[src/core/toc_consts.vh]
// Purpose: constants of the three-phase time overcurrent block
// Assumes: 32-bit APB, byte addresses, 125 MHz pclk
// Notes:   times in ms unless named otherwise
`ifndef TOC_CONSTS_VH
`define TOC_CONSTS_VH
// register byte offsets
`define TOC_OFF_CTRL     8'h00
`define TOC_OFF_START    8'h04
`define TOC_OFF_TMS      8'h08
`define TOC_OFF_MINDLY   8'h0C
`define TOC_OFF_DTDLY    8'h10
`define TOC_OFF_RSTDLY   8'h14
`define TOC_OFF_STATUS   8'h18
`define TOC_OFF_INTSTAT  8'h1C
`define TOC_OFF_INTMASK  8'h20
// operation modes: 2..5 IEC curves, 6..12 ANSI curves
`define TOC_MODE_OFF     4'h0
`define TOC_MODE_DT      4'h1
`define TOC_MODE_ANSI0   4'h6
`define TOC_MODE_MAX     4'hC
// setting ranges and reset values (percent, hundredths, ms)
`define TOC_START_MIN    12'h00A
`define TOC_START_MAX    12'hBB8
`define TOC_START_RST    12'h0C8
`define TOC_TMS_MIN      11'h005
`define TOC_TMS_MAX      11'h5DC
`define TOC_TMS_RST      11'h064
`define TOC_DLY_MIN      16'h0028
`define TOC_DLY_MAX      16'hEA60
`define TOC_RDLY_MIN     16'h003C
`define TOC_DLY_RST      16'h0064
// status bit positions
`define TOC_ST_START     0
`define TOC_ST_TRIP      3
`define TOC_ST_GSTART    6
`define TOC_ST_GTRIP     7
`define TOC_ST_ACTIVE    8
// ratio limits, Q16: 20.0 and 1.1
`define TOC_R_HI         21'h140000
`define TOC_R_LO         21'h01199A
// 0.02*ln2 in Q16, us per ms times hundredths
`define TOC_LN_A002      16'h038D
`define TOC_SCALE_DIV    64'h00000000000186A0
// timing
`define TOC_TICK_NS      1000000
`define TOC_CLK_NS       8
`define TOC_TICK_CYCLES  (`TOC_TICK_NS / `TOC_CLK_NS)
`endif

[src/core/toc_overcurrent.v]
// Purpose: three-phase definite/inverse time overcurrent protection
// Assumes: magnitudes are fundamental RMS, synchronous to pclk
// Notes:   timing advances on a 1 ms tick; one shared divider
//
// How it works
// - start while above threshold, trip after delay
// - three phases evaluated independently from fundamentals
// - general start and trip from phase flags
// - mode: off, definite, four IEC, seven ANSI
// - start threshold 10..3000 percent, default 200
// - time multiplier 0.05..15.00 in 0.01 steps
// - inverse minimum delay 40..60000 ms, default 100
// - definite delay 40..60000 ms
// - IEC reset delay 60..60000 ms
// - per-phase start and trip flags exposed
// - inverse time formula, held above twenty times
// - inverse delay is max of minimum and curve
// - inverse operation guaranteed above 1.1 times
// - IEC fixed reset, ANSI reset by formula
`timescale 1ns/1ps
`include "toc_consts.vh"
module toc_overcurrent #(
	parameter MAG_W       = 16,
	parameter NOM_CURRENT = 16'd1000,
	parameter TICK_CYCLES = `TOC_TICK_CYCLES
) (
	// clock and reset
	input  wire             pclk,
	input  wire             presetn,
	// apb slave
	input  wire             psel,
	input  wire             penable,
	input  wire             pwrite,
	input  wire [7:0]       paddr,
	input  wire [31:0]      pwdata,
	output reg  [31:0]      prdata,
	output reg              pready,
	output reg              pslverr,
	// measurement and block input
	input  wire [MAG_W-1:0] phase1_fundamental_mag,
	input  wire [MAG_W-1:0] phase2_fundamental_mag,
	input  wire [MAG_W-1:0] phase3_fundamental_mag,
	input  wire             function_block_in,
	// protection outputs
	output reg              phase1_start_flag,
	output reg              phase1_trip_flag,
	output reg              phase2_start_flag,
	output reg              phase2_trip_flag,
	output reg              phase3_start_flag,
	output reg              phase3_trip_flag,
	output reg              general_start_out,
	output reg              general_trip_out,
	output reg              irq
);
	localparam S_IDLE  = 5'b00001;
	localparam S_RATIO = 5'b00010;
	localparam S_CURVE = 5'b00100;
	localparam S_SCALE = 5'b01000;
	localparam S_UPD   = 5'b10000;

	reg [3:0]       mode;
	reg [11:0]      start_pct;
	reg [10:0]      tms;
	reg [15:0]      min_dly;
	reg [15:0]      dt_dly;
	reg [15:0]      rst_dly;
	reg [5:0]       int_stat;
	reg [5:0]       int_mask;
	reg [16:0]      tick_cnt;
	reg             tick;
	reg [4:0]       st;
	reg [1:0]       ph;
	reg [MAG_W-1:0] g_lat;
	reg [2:0]       st_flag;
	reg [2:0]       tr_flag;
	reg [2:0]       st_q;
	reg [2:0]       tr_q;
	reg [19:0]      elapsed [0:2];
	reg [19:0]      rcnt [0:2];
	reg [63:0]      div_q;
	reg [63:0]      div_r;
	reg [63:0]      div_d;
	reg [6:0]       div_cnt;
	reg [1:0]       cv_alpha;
	reg [26:0]      cv_k;
	reg [19:0]      cv_c;
	reg [24:0]      cv_kr;
	reg [31:0]      den;
	reg [31:0]      rd_val;
	integer         i;

	wire active = (mode != `TOC_MODE_OFF) && !function_block_in;
	wire dt_mode = (mode == `TOC_MODE_DT);
	wire ansi = (mode >= `TOC_MODE_ANSI0);
	wire wr = psel & penable & pwrite & ~pready;
	// threshold in magnitude units is percent times nominal
	wire [31:0] g100 = g_lat * 32'd100;
	wire [31:0] gs_abs = start_pct * NOM_CURRENT;
	wire op_now = g100 > gs_abs;
	// ratio held at twenty; lifted to 1.1 when started
	wire [20:0] r_lim = (div_q > {43'h0, `TOC_R_HI}) ? `TOC_R_HI
		: div_q[20:0];
	wire [20:0] rc = (op_now && r_lim < `TOC_R_LO) ? `TOC_R_LO : r_lim;
	wire [41:0] rsq_full = rc * rc;
	wire [25:0] r2 = rsq_full[41:16];
	wire [63:0] rem_sh = {div_r[62:0], div_q[63]};
	wire [37:0] k_t = cv_k * tms;
	wire [37:0] kr_t = cv_kr * tms;
	wire [30:0] c_t = cv_c * tms;
	wire [15:0] t_dly = dt_mode ? dt_dly : 16'h0;
	wire [19:0] t_calc = (div_q > 64'h00000000000FFFFF) ? 20'hFFFFF
		: div_q[19:0];
	wire [19:0] op_dly = dt_mode ? {4'h0, t_dly} :
		((t_calc > {4'h0, min_dly}) ? t_calc : {4'h0, min_dly});
	wire [19:0] rs_dly = ansi ? t_calc : {4'h0, rst_dly};
	wire [19:0] el_inc = (elapsed[ph] == 20'hFFFFF) ? elapsed[ph]
		: elapsed[ph] + 20'h00001;
	wire [19:0] rc_inc = rcnt[ph] + 20'h00001;
	wire [5:0] ev = {tr_flag & ~tr_q, st_flag & ~st_q};

	function [4:0] msb32;
		input [31:0] v;
		integer j;
		begin
			msb32 = 5'd0;
			for (j = 0; j < 32; j = j + 1)
				if (v[j])
					msb32 = j[4:0];
		end
	endfunction

	function [15:0] clampv;
		input [31:0] v;
		input [15:0] lo;
		input [15:0] hi;
		begin
			if (v < {16'h0, lo})
				clampv = lo;
			else if (v > {16'h0, hi})
				clampv = hi;
			else
				clampv = v[15:0];
		end
	endfunction

	// clamped settings, cut to the field width on purpose
	wire [15:0] start_clamp = clampv(pwdata, {4'h0, `TOC_START_MIN},
		{4'h0, `TOC_START_MAX});
	wire [15:0] tms_clamp = clampv(pwdata, {5'h0, `TOC_TMS_MIN},
		{5'h0, `TOC_TMS_MAX});

	// curve constants in microseconds
	always @*
	begin
		cv_alpha = 2'd2;
		cv_k = 27'd0;
		cv_c = 20'd0;
		cv_kr = 25'd0;
		case (mode)
		4'h2: begin cv_alpha = 2'd0; cv_k = 27'd140000; end
		4'h3: begin cv_alpha = 2'd1; cv_k = 27'd13500000; end
		4'h4: cv_k = 27'd80000000;
		4'h5: begin cv_alpha = 2'd1; cv_k = 27'd120000000; end
		4'h6:
		begin
			cv_alpha = 2'd0; cv_k = 27'd8600; cv_c = 20'd18500;
			cv_kr = 25'd460000;
		end
		4'h7:
		begin
			cv_alpha = 2'd0; cv_k = 27'd51500; cv_c = 20'd114000;
			cv_kr = 25'd4850000;
		end
		4'h8:
		begin
			cv_k = 27'd19610000; cv_c = 20'd491000; cv_kr = 25'd21600000;
		end
		4'h9:
		begin
			cv_k = 27'd28200000; cv_c = 20'd121700; cv_kr = 25'd29100000;
		end
		4'hA:
		begin
			cv_alpha = 2'd0; cv_k = 27'd86000; cv_c = 20'd185000;
			cv_kr = 25'd4600000;
		end
		4'hB:
		begin
			cv_k = 27'd28550000; cv_c = 20'd712000; cv_kr = 25'd13460000;
		end
		4'hC:
		begin
			cv_k = 27'd64070000; cv_c = 20'd250000; cv_kr = 25'd30000000;
		end
		default: cv_alpha = 2'd2;
		endcase
	end

	// curve denominator in Q16; alpha 0.02 uses 0.02*ln(r), close
	// enough near pickup and cheaper than a true power
	always @*
	begin : den_calc
		reg [4:0]  m;
		reg [31:0] nrm;
		reg [31:0] lg;
		reg [47:0] lgs;
		m = msb32({11'h0, rc});
		nrm = {11'h0, rc} << (5'd31 - m);
		lg = {11'h0, m - 5'd16, 16'h0} + {16'h0, nrm[30:15]};
		lgs = lg * `TOC_LN_A002;
		if (!op_now)
			den = (r2 >= 26'h0010000) ? 32'h1 : 32'h10000 - {6'h0, r2};
		else if (cv_alpha == 2'd0)
			den = {16'h0, lgs[31:16]};
		else if (cv_alpha == 2'd1)
			den = {11'h0, rc} - 32'h10000;
		else
			den = {6'h0, r2} - 32'h10000;
		if (den == 32'h0)
			den = 32'h1;
	end

	// 1 ms tick
	always @(posedge pclk or negedge presetn)
	begin
		if (!presetn)
		begin
			tick_cnt <= 17'h0;
			tick <= 1'b0;
		end
		else
		begin
			tick <= (tick_cnt == TICK_CYCLES - 1);
			if (tick_cnt == TICK_CYCLES - 1)
				tick_cnt <= 17'h0;
			else
				tick_cnt <= tick_cnt + 17'h1;
		end
	end

	// timing engine, one phase after another each tick
	always @(posedge pclk or negedge presetn)
	begin
		if (!presetn)
		begin
			st <= S_IDLE;
			ph <= 2'd0;
			g_lat <= {MAG_W{1'b0}};
			st_flag <= 3'h0;
			tr_flag <= 3'h0;
			div_q <= 64'h0;
			div_r <= 64'h0;
			div_d <= 64'h1;
			div_cnt <= 7'h0;
			for (i = 0; i < 3; i = i + 1)
			begin
				elapsed[i] <= 20'h0;
				rcnt[i] <= 20'h0;
			end
		end
		else if (!active)
		begin
			st <= S_IDLE;
			div_cnt <= 7'h0;
			st_flag <= 3'h0;
			tr_flag <= 3'h0;
			for (i = 0; i < 3; i = i + 1)
			begin
				elapsed[i] <= 20'h0;
				rcnt[i] <= 20'h0;
			end
		end
		else
		begin
			if (div_cnt != 7'h0)
			begin
				div_cnt <= div_cnt - 7'h1;
				if (rem_sh >= div_d)
				begin
					div_r <= rem_sh - div_d;
					div_q <= {div_q[62:0], 1'b1};
				end
				else
				begin
					div_r <= rem_sh;
					div_q <= {div_q[62:0], 1'b0};
				end
			end
			case (st)
			S_IDLE:
				if (tick)
				begin
					ph <= 2'd0;
					g_lat <= phase1_fundamental_mag;
					st <= S_RATIO;
				end
			S_RATIO:
				if (div_cnt == 7'h0)
				begin
					div_q <= {16'h0, g100, 16'h0}; // ratio in Q16
					div_r <= 64'h0;
					div_d <= {32'h0, gs_abs};
					div_cnt <= 7'd64;
					st <= S_CURVE;
				end
			S_CURVE:
				if (div_cnt == 7'h0)
				begin
					div_q <= op_now ? {10'h0, k_t, 16'h0}
						: {10'h0, kr_t, 16'h0};
					div_r <= 64'h0;
					div_d <= {32'h0, den};
					div_cnt <= 7'd64;
					st <= S_SCALE;
				end
			S_SCALE:
				if (div_cnt == 7'h0)
				begin
					div_q <= div_q + (op_now ? {33'h0, c_t} : 64'h0);
					div_r <= 64'h0;
					div_d <= `TOC_SCALE_DIV;
					div_cnt <= 7'd64;
					st <= S_UPD;
				end
			S_UPD:
				if (div_cnt == 7'h0)
				begin
					if (op_now)
					begin
						st_flag[ph] <= 1'b1;
						rcnt[ph] <= 20'h0;
						elapsed[ph] <= el_inc;
						if (el_inc >= op_dly)
							tr_flag[ph] <= 1'b1;
					end
					else
					begin
						st_flag[ph] <= 1'b0;
						tr_flag[ph] <= 1'b0;
						if (dt_mode || rc_inc >= rs_dly)
						begin
							elapsed[ph] <= 20'h0;
							rcnt[ph] <= 20'h0;
						end
						else
							rcnt[ph] <= rc_inc;
					end
					if (ph == 2'd2)
						st <= S_IDLE;
					else
					begin
						ph <= ph + 2'd1;
						g_lat <= (ph == 2'd0) ? phase2_fundamental_mag
							: phase3_fundamental_mag;
						st <= S_RATIO;
					end
				end
			default: st <= S_IDLE;
			endcase
		end
	end

	// outputs, events and registers
	always @(posedge pclk or negedge presetn)
	begin
		if (!presetn)
		begin
			mode <= `TOC_MODE_OFF;
			start_pct <= `TOC_START_RST;
			tms <= `TOC_TMS_RST;
			min_dly <= `TOC_DLY_RST;
			dt_dly <= `TOC_DLY_RST;
			rst_dly <= `TOC_DLY_RST;
			int_stat <= 6'h0;
			int_mask <= 6'h0;
			st_q <= 3'h0;
			tr_q <= 3'h0;
			{phase1_start_flag, phase2_start_flag, phase3_start_flag} <= 3'h0;
			{phase1_trip_flag, phase2_trip_flag, phase3_trip_flag} <= 3'h0;
			general_start_out <= 1'b0;
			general_trip_out <= 1'b0;
			irq <= 1'b0;
			prdata <= 32'h0;
			pready <= 1'b0;
			pslverr <= 1'b0;
		end
		else
		begin
			st_q <= st_flag;
			tr_q <= tr_flag;
			phase1_start_flag <= st_flag[0];
			phase2_start_flag <= st_flag[1];
			phase3_start_flag <= st_flag[2];
			phase1_trip_flag <= tr_flag[0];
			phase2_trip_flag <= tr_flag[1];
			phase3_trip_flag <= tr_flag[2];
			general_start_out <= |st_flag;
			general_trip_out <= |tr_flag;
			irq <= |(int_stat & int_mask);
			// a new event wins over a write-one clear
			if (wr && paddr == `TOC_OFF_INTSTAT)
				int_stat <= (int_stat & ~pwdata[5:0]) | ev;
			else
				int_stat <= int_stat | ev;
			pready <= psel & penable & ~pready;
			pslverr <= 1'b0;
			if (psel & penable & ~pready)
			begin
				prdata <= pwrite ? 32'h0 : rd_val;
				pslverr <= (paddr > `TOC_OFF_INTMASK) || (paddr[1:0] != 2'b00);
			end
			if (wr)
				case (paddr)
				`TOC_OFF_CTRL:
					mode <= (pwdata[31:0] > {28'h0, `TOC_MODE_MAX}) ?
						`TOC_MODE_OFF : pwdata[3:0];
				`TOC_OFF_START:
					start_pct <= start_clamp[11:0];
				`TOC_OFF_TMS:
					tms <= tms_clamp[10:0];
				`TOC_OFF_MINDLY:
					min_dly <= clampv(pwdata, `TOC_DLY_MIN, `TOC_DLY_MAX);
				`TOC_OFF_DTDLY:
					dt_dly <= clampv(pwdata, `TOC_DLY_MIN, `TOC_DLY_MAX);
				`TOC_OFF_RSTDLY:
					rst_dly <= clampv(pwdata, `TOC_RDLY_MIN, `TOC_DLY_MAX);
				`TOC_OFF_INTMASK:
					int_mask <= pwdata[5:0];
				default: int_mask <= int_mask;
				endcase
		end
	end

	always @*
	begin
		rd_val = 32'h0;
		case (paddr)
		`TOC_OFF_CTRL:    rd_val = {28'h0, mode};
		`TOC_OFF_START:   rd_val = {20'h0, start_pct};
		`TOC_OFF_TMS:     rd_val = {21'h0, tms};
		`TOC_OFF_MINDLY:  rd_val = {16'h0, min_dly};
		`TOC_OFF_DTDLY:   rd_val = {16'h0, dt_dly};
		`TOC_OFF_RSTDLY:  rd_val = {16'h0, rst_dly};
		`TOC_OFF_STATUS:
			rd_val = {23'h0, active, general_trip_out, general_start_out,
				tr_flag, st_flag};
		`TOC_OFF_INTSTAT: rd_val = {26'h0, int_stat};
		`TOC_OFF_INTMASK: rd_val = {26'h0, int_mask};
		default:          rd_val = 32'h0;
		endcase
	end
endmodule

[config.mk]
export PLATFORM = sky130hd
export DESIGN_NAME = toc_overcurrent
export DESIGN_NICKNAME = d
export VERILOG_FILES = /design/src/core/toc_overcurrent.v
export VERILOG_INCLUDE_DIRS = /design/src /design/src/core
export SDC_FILE = /design/constraint.sdc
export NUM_CORES = 2
export LEC_CHECK = 0
export BUFFER_PORTS_ARGS = -buffer_cell sky130_fd_sc_hd__clkbuf_2
export CAP_MARGIN = 30
export CORE_ASPECT_RATIO = 2
export CORE_MARGIN = 2
export CORE_UTILIZATION = 55
export CTS_BUF_LIST = sky130_fd_sc_hd__clkbuf_16
export CTS_CLUSTER_DIAMETER = 200
export DETAILED_ROUTE_END_ITERATION = 8
export PLACE_DENSITY = 0.74
export SLEW_MARGIN = 25
export SYNTH_ARGS = -nofsm -noshare
export SYNTH_HDL_FRONTEND = slang
export SYNTH_SLANG_ARGS = --single-unit
[constraint.sdc]
create_clock -name pclk -period 16.05 [get_ports pclk]
set_input_delay 2.4075 -clock pclk [delete_from_list [all_inputs] [get_ports pclk]]
set_output_delay 2.4075 -clock pclk [all_outputs]
set_load 0.1 [all_outputs]
==> qor.csv <==
stage;metric;value;unit
synth;post-synthesis adder-cell area fraction;0.3875;
timing;setup_tns;0;ps
floorplanning;Die Area;0.1336;mm2
synth;Async SR Flop Fraction;1.000;
clocking;CTS tree;done;
setup_path;Crit Path Class;register to register;
drt;DRT Pass-1 Iters;5;
setup_path;Arr. time, crit path;16090;ps
power;peak supply drop;92.17;uV
clocking;CTS Buf Count;44;
synth;main combinational cell family by area after synthesis;adder cells;
finish;Layout area overhead;8.637;%
timing;skew final;74.25;ps
synth;Simple-Gate Fraction of Synth Area;0.1691;
setup_path;Largest stage delay, worst path;580;ps
synth;mux cell area share after synthesis;0.01944;
floorplanning;die width;259.4;um
finish;nets@finish;10328;
timing;relative slew slack;0.2823;
setup_path;required time worst endpoint;16650;ps
timing;smallest hold slack;460.3;ps
clocking;Num Clock Sinks;442;
power;Static Leak;41.40;nW
synth;top_reg_cell synth;dfrtp_1;
drt;residual DRC count;0;
floorplanning;Core ar.;0.1296;mm2
synth;Distinct cells, synth;109;
synth;Seq/Total Area, Yosys;0.1544;
finish;area occupied by multi-input gates;0.05501;mm2
timing;Period minus WS final;15490;ps
synth;Syn Area/Cell;8.544;um2
finish;final instance area;0.07796;mm2
floorplanning;initial cell density of the core;0.5536;
global_route;GRT Overall Usage;0.4043;
placement;hpwl dp;211.8;mm
drt;wire per inst;25.85;um
drt;Post-Route WL;266.7;mm
status;status;finished clean;
global_route;first-pass GRT wire length;402.9;mm
setup_path;Crit Path Max Fanout;10;
clocking;CTS H-Tree Depth;2;
timing;fin. max-slew vios;0;
timing;worst-margin pin slew;1049;ps
synth;Cell Area, Synth;0.07176;mm2
floorplanning;# IOs;137;
setup_path;Critical-path top delay cell;dfstp_2;
global_route;GRT Residual Overflow;0;
global_route;initial antenna violation count;13;
setup_path;Critical Path Source Type;register;
hold_path;worst min-delay path class;register to register;
clocking;hold buffers post-CTS;0;
timing;setup violators final;0;
finish;final core occ;0.6015;
finish;Layout fillers;11708;
setup_path;Crit. End Element;register;
clocking;Worst-path clk slew;70;ps
job;max_cap viols;0;
placement;gpl congestion;1.059;
global_route;via count of the first global-routing pass;68373;
clocking;Worst-Skew Late Latency;680;ps
clocking;Max clock buf depth;3;
floorplanning;DIE HEIGHT;514.8;um
synth;Mapped Cells;8399;
finish;Seq. cell area;0.01109;mm2
synth;Post-synth EDFFs;0;
synth;Synth Area in Compound Gates;0.1479;
drt;Vias;63911;
power;final total power;0.002808;W
global_route;largest net degree at the start of global routing;177;
finish;layout cells sized above 1;0.09201;
drt;DRT antenna net count;0;
synth;Yosys reg bits;442;
power;power per cell area;36.01;mW/mm2
synth;XOR/XNOR share of the synthesized area;0.03661;
floorplanning;Site Rows;187;
timing;Final Hold Vio Count;0;
timing;f_max;64.54;MHz
setup_path;most frequent CP cell;fa_1;
drt;drt initial violations;4194;
timing;Tcrit/Tclk final;0.9653;
drt;Vias/cell;6.194;
placement;Post-DP Area;0.07602;mm2
placement;IO buf count;120;
synth;Synth Warn #;0;
clocking;Root Buffer;clkbuf_16;
## cells in the final DEF, fill, tap and decap left out, types with 119 or more instances in the layout
master	synthesis	final
clkbuf_2	0	119
nor3_1	134	130
buf_4	18	400
and2_1	293	292
o21ai_0	548	537
inv_1	1176	1187
a21o_1	127	126
fa_1	934	934
nor2_1	478	471
nand3_1	138	137
a21oi_1	430	418
dfrtp_1	425	417
xnor2_1	183	179
ha_1	728	725
nand2_1	1077	1076
## area by class of cell
type | instances | area share
diodes | 10 | 0.0003210
clock buffers | 44 | 0.01412
clock inverters | 38 | 0.005055
inverters | 1181 | 0.05686
multi-input cells | 6372 | 0.7057
flip-flops and latches | 442 | 0.1423
well taps | 1701 | 0.02730
repair buffers | 531 | 0.04840
## metal layers
layer / vias up / global-route usage / wire [um]
met5: - / 0 / 28
met4: 4 / 0.4349 / 36520
met3: 1469 / 0.07625 / 17790
met2: 2982 / 0.7076 / 132400
met1: 31394 / 0.3745 / 79970
li1: 28062 / - / -
## through the flow
step                worst slack, ps  instances
finish                        556.4      10319
global route                 -32.59      10310
CTS                           137.3      10296
detailed placement            172.0      10214
global placement              247.4      10212
floorplan                     765.5       8414
## cell usage after synthesis, types with 13 or more instances
library cell | number | area [um2]
a2111oi_0 | 13 | 113.9
a211o_1 | 14 | 122.6
a211oi_1 | 28 | 210.2
a21o_1 | 127 | 953.4
a21oi_1 | 430 | 2152
a221oi_1 | 31 | 271.5
a22o_1 | 77 | 674.4
a22oi_1 | 40 | 300.3
a31oi_1 | 34 | 212.7
and2_1 | 293 | 1833
and3_1 | 92 | 575.6
buf_1 | 19 | 71.32
buf_4 | 18 | 135.1
clkbuf_1 | 375 | 1408
dfrtp_1 | 425 | 10640
dfstp_2 | 17 | 446.7
fa_1 | 934 | 18700
ha_1 | 728 | 9109
inv_1 | 1176 | 4414
mux2_2 | 13 | 146.4
mux2i_1 | 118 | 1181
nand2_1 | 1077 | 4043
nand2b_1 | 58 | 362.9
nand3_1 | 138 | 690.7
nand3b_1 | 16 | 120.1
nand4_1 | 54 | 337.8
nor2_1 | 478 | 1794
nor2b_1 | 51 | 319.1
nor3_1 | 134 | 670.6
nor3b_1 | 14 | 105.1
nor4_1 | 44 | 275.3
o211ai_1 | 43 | 322.8
o21a_1 | 21 | 157.7
o21ai_0 | 548 | 2743
o21bai_1 | 55 | 412.9
o22ai_1 | 44 | 275.3
o31ai_1 | 29 | 217.7
or2_2 | 41 | 256.5
or3_1 | 35 | 219.0
xnor2_1 | 183 | 1603
xor2_1 | 117 | 1025
## worst max-delay path, delay by kind of cell, from the launching register on
kind | cells | cell delay [ps]
and+or+nand+nor | 9 | 1640
xor gates and xnor gates | 2 | 430
AOI/OAI and AO/OA | 22 | 4320
adders and majority gates | 15 | 6480
DFF | 1 | 580
buffers and inverters | 16 | 1930
## power breakdown
group          internal, W  total [W]  switching (W)
registers          0.00112    0.00114      0.0000139
logic             0.000193   0.000556       0.000363
clock network     0.000592    0.00111       0.000521
## flip-flops by register name, summed over array words and instances, names as in the netlist, 2 cells and up
name / flops
st_q: 2
dt_dly: 16
st: 5
min_dly: 16
div_r: 63
div_q: 64
int_mask: 6
st_flag: 3
rst_dly: 16
tick_cnt: 17
ph: 2
start_pct: 12
g_lat: 16
tms: 11
tr_q: 2
tr_flag: 3
rcnt: 60
div_cnt: 7
div_d: 27
int_stat: 6
mode: 4
elapsed: 60
prdata: 16
## kinds of logic (layout without fill, tap and decap cells)
family                     after synthesis  after routing
AOI/OAI and AO/OA                     1678           1678
xor gates and xnor gates               300            300
adders and majority gates             1662           1662
buffers and inverters                 1600           1794
DFF                                    442            442
muxes                                  134            134
other                                    1             26
and+or+nand+nor                       2582           2582
## final timing paths
| kind | startpoint | slack, ps | depth (start not counted) | end |
|---|---|---|---|---|
| setup reg to reg | start_pct[3]$_DFFE_PN1P_ | 560 | 64 | div_d[0]$_DFFE_PN1P_ |
| hold / removal | st_flag[2]$_DFFE_PN0P_ | 460 | 0 | phase3_start_flag$_DFF_PN0_ |
| max in group asynchronous | presetn | 11960 | 3 | g_lat[9]$_DFFE_PN0P_ |
| min in group asynchronous | presetn | 1750 | 1 | prdata[2]$_DFFE_PN0P_ |
| setup / recovery | start_pct[3]$_DFFE_PN1P_ | 560 | 64 | div_d[0]$_DFFE_PN1P_ |
| hold reg to reg | st_flag[2]$_DFFE_PN0P_ | 460 | 0 | phase3_start_flag$_DFF_PN0_ |
## repair_timing
action / 4_1_cts / 5_1_grt
resized for setup: 0 / 56
endpoints found under the hold margin: 0 / 0
buffers inserted: 0 / 9
endpoints found under the setup margin: 0 / 24
Power figures use the tool's default switching activity.
